<file path="src/design/uft_pkg.sv">
package uft_pkg;

  // ----------------------------------------
  // Register byte offsets
  // ----------------------------------------
  localparam logic [7:0] UFT_OFF_BULK_CUR = 8'h2c;
  localparam logic [7:0] UFT_OFF_DONE = 8'h30;
  localparam logic [7:0] UFT_OFF_FM_CFG = 8'h34;
  localparam logic [7:0] UFT_OFF_TIME_LEFT = 8'h38;
  localparam logic [7:0] UFT_OFF_FM_SEQ = 8'h3c;
  localparam logic [7:0] UFT_OFF_PER_BEGIN = 8'h40;
  localparam logic [7:0] UFT_OFF_SLOW_LIM = 8'h44;
  localparam logic [7:0] UFT_OFF_CTRL = 8'h50;
  localparam logic [7:0] UFT_OFF_STATUS = 8'h54;

  // ----------------------------------------
  // Field positions and reset values
  // ----------------------------------------
  localparam int UFT_PTR_LSB = 4;
  localparam int UFT_TOGGLE_BIT = 31;
  localparam int UFT_PKT_LSB = 16;
  localparam int UFT_PKT_MSB = 30;
  localparam logic [13:0] UFT_FRAME_LEN_RST = 14'h2edf;
  localparam logic [31:0] UFT_FM_CFG_RST = 32'h00002edf;
  localparam logic [31:0] UFT_PTR_MASK = 32'hfffffff0;
  localparam logic [31:0] UFT_FM_CFG_MASK = 32'hffff3fff;

  // ----------------------------------------
  // Timing: 12 MHz bit time from 200 MHz pclk
  // ----------------------------------------
  localparam int UFT_PCLK_HZ = 200_000_000;
  localparam int UFT_BIT_HZ = 12_000_000;
  // Fractional accumulator: add BIT_HZ/1000, wrap at PCLK_HZ/1000, exact average rate
  localparam logic [27:0] UFT_ACC_STEP = 28'(UFT_BIT_HZ / 1000);
  localparam logic [27:0] UFT_ACC_WRAP = 28'(UFT_PCLK_HZ / 1000);

  typedef enum logic [1:0] {
    UFT_IDLE = 2'b00,
    UFT_RUN = 2'b01
  } uft_state_t;

  typedef struct packed {
    logic sel;
    logic enable;
    logic write;
    logic [7:0] addr;
    logic [31:0] wdata;
  } uft_apb_req_t;

  typedef struct packed {
    logic [13:0] countdown;
    logic toggle_copy;
    logic [15:0] seq;
  } uft_frame_t;

endpackage

</file>
<file path="src/design/uft_bit_tick.sv">
`timescale 1ns/1ps
module uft_bit_tick
  import uft_pkg::*;
(
  input wire logic pclk,
  input wire logic presetn,
  output logic tick
);

  logic [27:0] acc;
  logic [27:0] next_acc;
  logic next_tick;

  always_comb begin
    next_tick = 1'b0;
    next_acc = acc + UFT_ACC_STEP;
    if (next_acc >= UFT_ACC_WRAP) begin
      next_acc = next_acc - UFT_ACC_WRAP;
      next_tick = 1'b1;
    end
  end

  always_ff @(posedge pclk or negedge presetn) begin
    if (!presetn) begin
      acc <= 28'h0000000;
      tick <= 1'b0;
    end else begin
      acc <= next_acc;
      tick <= next_tick;
    end
  end
endmodule

</file>
<file path="src/design/uft_frame_count.sv">
`timescale 1ns/1ps
module uft_frame_count
  import uft_pkg::*;
#(
  parameter int CNT_W = 14,
  parameter int SEQ_W = 16
)
(
  input wire logic pclk,
  input wire logic presetn,
  input wire logic tick,
  input wire logic operational,
  input wire logic [CNT_W-1:0] frame_len,
  input wire logic toggle_in,
  input wire logic seq_wr,
  input wire logic [SEQ_W-1:0] seq_wdata,
  output logic [CNT_W-1:0] countdown,
  output logic toggle_copy,
  output logic [SEQ_W-1:0] seq,
  output logic load
);

  initial begin
    if (CNT_W < 2 || SEQ_W < 2) $error("uft_frame_count: widths too small");
  end

  logic oper_d;
  logic [CNT_W-1:0] next_countdown;
  logic next_toggle;
  logic [SEQ_W-1:0] next_seq;

  // Entering operation or reaching zero on a bit tick loads the frame
  assign load = (operational && !oper_d) ||
                (operational && tick && countdown == '0);

  always_comb begin
    next_countdown = countdown;
    next_toggle = toggle_copy;
    next_seq = seq;
    if (seq_wr) begin
      next_seq = seq_wdata;
    end
    if (load) begin
      next_countdown = frame_len;
      next_toggle = toggle_in;
      next_seq = seq + 1'b1;
    end else if (operational && tick) begin
      next_countdown = countdown - 1'b1;
    end
  end

  always_ff @(posedge pclk or negedge presetn) begin
    if (!presetn) begin
      oper_d <= 1'b0;
      countdown <= '0;
      toggle_copy <= 1'b0;
      seq <= '0;
    end else begin
      oper_d <= operational;
      countdown <= next_countdown;
      toggle_copy <= next_toggle;
      seq <= next_seq;
    end
  end
endmodule

</file>
<file path="src/design/uft_frame_timing.sv">
`timescale 1ns/1ps
module uft_frame_timing
  import uft_pkg::*;
#(
  parameter int CNT_W = 14,
  parameter int SEQ_W = 16,
  parameter int LS_W = 12
)
(
  input wire logic pclk,
  input wire logic presetn,
  input wire logic psel,
  input wire logic penable,
  input wire logic pwrite,
  input wire logic [7:0] paddr,
  input wire logic [31:0] pwdata,
  output logic [31:0] prdata,
  output logic pready,
  output logic pslverr,
  output logic frame_start,
  output logic periodic_go,
  output logic slow_start_ok,
  output logic [14:0] packet_budget,
  output logic operational
);

  initial begin
    if (CNT_W != 14 || SEQ_W != 16 || LS_W > CNT_W) begin
      $error("uft_frame_timing: unsupported widths");
    end
  end

  // ----------------------------------------
  // Bus decode
  // ----------------------------------------
  function automatic logic hit(input logic [7:0] a, input logic [7:0] off);
    return a == off;
  endfunction

  function automatic logic mapped(input logic [7:0] a);
    return hit(a, UFT_OFF_BULK_CUR) || hit(a, UFT_OFF_DONE) ||
           hit(a, UFT_OFF_FM_CFG) || hit(a, UFT_OFF_TIME_LEFT) ||
           hit(a, UFT_OFF_FM_SEQ) || hit(a, UFT_OFF_PER_BEGIN) ||
           hit(a, UFT_OFF_SLOW_LIM) || hit(a, UFT_OFF_CTRL) ||
           hit(a, UFT_OFF_STATUS);
  endfunction

  function automatic logic read_only(input logic [7:0] a);
    return hit(a, UFT_OFF_TIME_LEFT) || hit(a, UFT_OFF_STATUS);
  endfunction

  uft_apb_req_t req;
  logic access;
  logic wr;

  assign req = '{sel: psel, enable: penable, write: pwrite, addr: paddr, wdata: pwdata};
  assign access = req.sel && req.enable;
  assign wr = access && req.write && mapped(req.addr) && !read_only(req.addr);
  // Zero-wait slave; read-only writes and all unmapped accesses error
  assign pready = 1'b1;
  assign pslverr = access &&
                   (!mapped(req.addr) || (req.write && read_only(req.addr)));

  // ----------------------------------------
  // Registers
  // ----------------------------------------
  logic [31:0] bulk_current_list_pointer;
  logic [31:0] completed_list_head;
  logic [31:0] frame_length_config;
  logic [CNT_W-1:0] periodic_begin;
  logic [LS_W-1:0] slow_transfer_limit;
  logic [14:0] next_budget;
  logic [31:0] next_bulk;
  logic [31:0] next_done;
  logic [31:0] next_cfg;
  logic [CNT_W-1:0] next_per;
  logic [LS_W-1:0] next_slow;
  logic next_oper;
  logic [31:0] next_prdata;

  uft_frame_t fr;
  logic tick;
  logic load;
  logic seq_wr;

  assign seq_wr = wr && req.addr == UFT_OFF_FM_SEQ;

  always_comb begin
    next_bulk = bulk_current_list_pointer;
    next_done = completed_list_head;
    next_cfg = frame_length_config;
    next_per = periodic_begin;
    next_slow = slow_transfer_limit;
    next_oper = operational;
    if (wr) begin
      unique case (req.addr)
        UFT_OFF_BULK_CUR: next_bulk = req.wdata & UFT_PTR_MASK;
        UFT_OFF_DONE: next_done = req.wdata & UFT_PTR_MASK;
        UFT_OFF_FM_CFG: next_cfg = req.wdata & UFT_FM_CFG_MASK;
        UFT_OFF_PER_BEGIN: next_per = req.wdata[CNT_W-1:0];
        UFT_OFF_SLOW_LIM: next_slow = req.wdata[LS_W-1:0];
        UFT_OFF_CTRL: next_oper = req.wdata[0];
        default: next_oper = operational;
      endcase
    end
  end

  always_ff @(posedge pclk or negedge presetn) begin
    if (!presetn) begin
      bulk_current_list_pointer <= 32'h00000000;
      completed_list_head <= 32'h00000000;
      frame_length_config <= UFT_FM_CFG_RST;
      periodic_begin <= '0;
      slow_transfer_limit <= '0;
      operational <= 1'b0;
    end else begin
      bulk_current_list_pointer <= next_bulk;
      completed_list_head <= next_done;
      frame_length_config <= next_cfg;
      periodic_begin <= next_per;
      slow_transfer_limit <= next_slow;
      operational <= next_oper;
    end
  end

  // ----------------------------------------
  // Frame counting
  // ----------------------------------------
  uft_bit_tick u_tick (
    .pclk(pclk),
    .presetn(presetn),
    .tick(tick)
  );

  // Toggle is software's to flip on each new length; hardware only copies it
  uft_frame_count #(.CNT_W(CNT_W), .SEQ_W(SEQ_W)) u_count (
    .pclk(pclk),
    .presetn(presetn),
    .tick(tick),
    .operational(operational),
    .frame_len(frame_length_config[CNT_W-1:0]),
    .toggle_in(frame_length_config[UFT_TOGGLE_BIT]),
    .seq_wr(seq_wr),
    .seq_wdata(req.wdata[SEQ_W-1:0]),
    .countdown(fr.countdown),
    .toggle_copy(fr.toggle_copy),
    .seq(fr.seq),
    .load(load)
  );

  // ----------------------------------------
  // Frame outputs
  // ----------------------------------------
  always_comb begin
    next_budget = packet_budget;
    if (load) begin
      next_budget = frame_length_config[UFT_PKT_MSB:UFT_PKT_LSB];
    end
  end

  always_ff @(posedge pclk or negedge presetn) begin
    if (!presetn) begin
      packet_budget <= 15'h0000;
      frame_start <= 1'b0;
      periodic_go <= 1'b0;
      slow_start_ok <= 1'b0;
    end else begin
      packet_budget <= next_budget;
      frame_start <= load;
      periodic_go <= operational && fr.countdown <= periodic_begin;
      slow_start_ok <= operational &&
                       fr.countdown > CNT_W'(slow_transfer_limit);
    end
  end

  // ----------------------------------------
  // Read path
  // ----------------------------------------
  always_comb begin
    next_prdata = 32'h00000000;
    if (req.sel && !req.enable && !req.write) begin
      unique case (req.addr)
        UFT_OFF_BULK_CUR: next_prdata = bulk_current_list_pointer;
        UFT_OFF_DONE: next_prdata = completed_list_head;
        UFT_OFF_FM_CFG: next_prdata = frame_length_config;
        UFT_OFF_TIME_LEFT: next_prdata = {fr.toggle_copy, 17'h00000, fr.countdown};
        UFT_OFF_FM_SEQ: next_prdata = {16'h0000, fr.seq};
        UFT_OFF_PER_BEGIN: next_prdata = {18'h00000, periodic_begin};
        UFT_OFF_SLOW_LIM: next_prdata = {20'h00000, slow_transfer_limit};
        UFT_OFF_CTRL: next_prdata = {31'h00000000, operational};
        UFT_OFF_STATUS: next_prdata = {13'h0000, periodic_go, slow_start_ok, packet_budget,
                                       frame_start, operational};
        default: next_prdata = 32'h00000000;
      endcase
    end else if (access) begin
      next_prdata = prdata;
    end
  end

  // Read data latched in setup so the countdown read is one snapshot
  always_ff @(posedge pclk or negedge presetn) begin
    if (!presetn) begin
      prdata <= 32'h00000000;
    end else begin
      prdata <= next_prdata;
    end
  end
endmodule

</file>
<file path="config.mk">
export PLATFORM = sky130hd
export DESIGN_NAME = uft_frame_timing
export DESIGN_NICKNAME = d
export VERILOG_FILES = /design/src/design/uft_pkg.sv /design/src/design/uft_bit_tick.sv /design/src/design/uft_frame_count.sv /design/src/design/uft_frame_timing.sv
export SDC_FILE = /design/constraint.sdc
export NUM_CORES = 1
export LEC_CHECK = 0
export BUFFER_PORTS_ARGS = -buffer_cell sky130_fd_sc_hd__buf_2
export CORE_MARGIN = 4
export CORE_UTILIZATION = 65
export CTS_CLUSTER_DIAMETER = 50
export DETAILED_ROUTE_END_ITERATION = 8
export GPL_TIMING_DRIVEN = 0
export HOLD_SLACK_MARGIN = 0.12
export PLACE_DENSITY = 0.86
export SLEW_MARGIN = 15
export SYNTH_ARGS = -nofsm -noshare
export SYNTH_HDL_FRONTEND = slang
export SYNTH_SLANG_ARGS = --single-unit
</file>
<file path="constraint.sdc">
create_clock -name pclk -period 8.1 [get_ports pclk]
set_input_delay 1.62 -clock pclk [delete_from_list [all_inputs] [get_ports pclk]]
set_output_delay 1.62 -clock pclk [all_outputs]
set_load 0.05 [all_outputs]
</file>
==> flow_summary.ini <==
[power]
power.leakage_nw = 6.269
netSwitchingFraction = 0.2283
power_frac_comb = 0.028
p_switching_mw = 0.5327
peakVddDrop_mv = 0.2308
intPower_mw = 1.800
seqPwrFrac = 0.471
power_density_nw_per_um2 = 179.1
pwr-share-clk = 0.501

[worst_hold_path]
hold_path.class = register to register

[routing]
drt-pass1-iter-count = 8
post-route-drc-count = 0
via_per_inst = 6.623
wl_um = 32770
wire_per_inst_um = 22.73
num_vias = 9550
dr.first_iter.drc_count = 982
ant_nets = 0

[logic_synthesis]
ys_types = 78
syn_inst = 1071
yosysTopAreaCellShare = 0.4596
synth-async-reset-ratio = 1.000
synth_warnings = 0
synth_edf_count = 0
synth-seq-area-share = 0.4851
ys_seq_elements = 219
netlist_top_cells_area = dfrtp_1 (46%), mux2_2 (11%), nand2_1 (4.5%)
syn-cell-area_sq_um = 11330
syn_avg_cell_area_sq_um = 10.58
yosys.area.top_type = dfrtp_1
synth_flop_cell = dfrtp_1
synthesis.nets = 1147

[setup_path]
start_kind = input port
critPathMaxFanout = 10
critical_path.top_delay_family = buffers and inverters
cp-end-kind = primary output
required_ns = 6.48
crit_arrival_ns = 4.85
path_cells = buf_2 -> nor3_1 -> nand2_1 -> nor3_1 -> clkbuf_1 -> clkbuf_1 -> o21ai_0 -> a31oi_1 -> buf_2
path_buf_inv = 4
path_class = input port to primary output
cp_slowest_cell = clkbuf_1
slowest_delay_ns = 0.72

[sta]
worstMarginPinSlew_ns = 0.9245
fin_worst_skew_ns = 0.01344
fmax_mhz = 154.5
min_period_ns = 6.473
tns_ns = 0
hold_viol_final = 0
drv_slew = 0
rsz0062_at_grt = false
setup_viol = 0
slew_headroom = 0.3837
hold_ws_ns = 0.3918
finalCritPeriodShare = 0.7991

[global_routing]
grt_pass1_vias = 9486
antenna_found_initial = 1
overflow = 0
grt_max_degree = 100
grt_usage = 0.3332
grt_pass1_wl_um = 51900

[final_layout]
final_cells = 1442
mostFrequentLayoutCell = dfrtp_1
diodes = 0
nNetsFinal = 1273
most-common-layout-cells = dfrtp_1 (208), nand2_1 (137), mux2_2 (115)
final_util = 0.7585
drive_gt1_frac = 0.2523
syn2layout_area_growth_pct = 15.03

[die]
start_util = 0.6594
die_x_um = 140
die-area_sq_um = 19600
ios = 98
placement_rows = 48
core-area_sq_um = 17180
fp.dieH_um = 140

[clocking]
numCtsBuffers = 26
path_clk_slew_ns = 0.06
cts_resized = 0
hold_buffers = 0
h-tree-depth = 1
clock_sinks = 219
postCtsSetupRepairBufs = 0
cts_tree = built
clock_path_buffers = 3
clkLatencyLatePin_ns = 0.54
cts-root-buf = clkbuf_16

[place]
dp_hpwl_um = 22250
place.gp.congestion = 0.9748
io_buffer_count = 96
dp_cells = 1394

[outcome]
status = completed

[run]
drv_cap = 0
[metrics by stage]
step                      cell area, sq um  setup WS (ns)  power (mW)
after floorplan                      11330          2.543       1.133
after global placement               12090          1.718       1.179
after detailed placement             12160          1.842       1.184
after CTS                            13030          1.837       2.341
after global routing                 13030          1.565       2.396
final                                13030          1.627       2.333
[cell usage after synthesis, types with 6 or more instances]
master and n:
a211oi_1 7, a21oi_1 27, a221oi_1 9, a222oi_1 14, a22o_1 17, a22oi_1 45
a31oi_1 8, and2_1 6, and3_1 6, buf_2 7, clkbuf_1 49, dfrtp_1 208
dfstp_2 11, ha_1 31, inv_1 32, mux2_2 115, nand2_1 137, nand2b_1 10
nand3_1 26, nand4_1 19, nor2_1 48, nor2b_1 6, nor3_1 13, nor4_1 11
o211ai_1 7, o21ai_0 61, o22ai_1 7, or3_1 9, or4_1 7, xnor2_1 28
xor2_1 14
[power by group through the flow]
stage / Sequential, mW / Combinational (mW) / Clock [mW]
global route: 1.10 / 0.0741 / 1.22
floorplan: 1.12 / 0.0153 / 0
global placement: 1.12 / 0.0609 / 0
detailed placement: 1.12 / 0.0661 / 0
CTS: 1.10 / 0.0665 / 1.18
finish: 1.10 / 0.0660 / 1.17
[area by class of cell]
cell class                 instances  area, sq um
sequential                       219         5494
multi-input combinational        756         5428
fill                            1173         4148
clock buffer                      35        745.7
timing repair buffer              98        545.5
buffer                            63        286.5
tap                              225        281.5
clock inverter                    13        123.9
inverter                          33        123.9
[final timing paths]
kind	start	end	slack [ns]	depth (start not counted)
min in group asynchronous	presetn	prdata[5]	0.93	1
hold reg to reg	operational	u_count.oper_d	0.39	0
setup / recovery	paddr[1]	pslverr	1.63	9
max in group asynchronous	presetn	frame_length_config[6]	6.38	2
hold / removal	operational	u_count.oper_d	0.39	0
setup reg to reg	operational	u_count.seq[15]	4.48	11
[registers in the layout, indices dropped and copies added, names as in the netlist, 12 cells and up]
| name | count |
|---|---|
| prdata | 32 |
| frame_length_config | 30 |
| bulk_current_list_pointer | 28 |
| completed_list_head | 28 |
| u_tick.acc | 23 |
| u_count.seq | 16 |
| packet_budget | 15 |
| periodic_begin | 14 |
| u_count.countdown | 14 |
| slow_transfer_limit | 12 |
[metal layers]
metal	part of all wire	GRT usage
met1	0.38	0.4374
met2	0.46	0.5232
met3	0.096	0.07067
met4	0.064	0.1785
met5	0.00037	0
[cells by family after synthesis]
logic type,count (synthesis),synth area share
buffers and inverters,96,0.03623
multiplexers,118,0.1170
AO/OA/AOI/OAI,240,0.1533
flip-flops,219,0.4851
XOR/XNOR,43,0.03392
other,1,0.0003311
AND/OR/NAND/NOR,323,0.1399
adder cells (fa/ha/maj),31,0.03425
No activity file was read; power rests on OpenSTA's default activity.
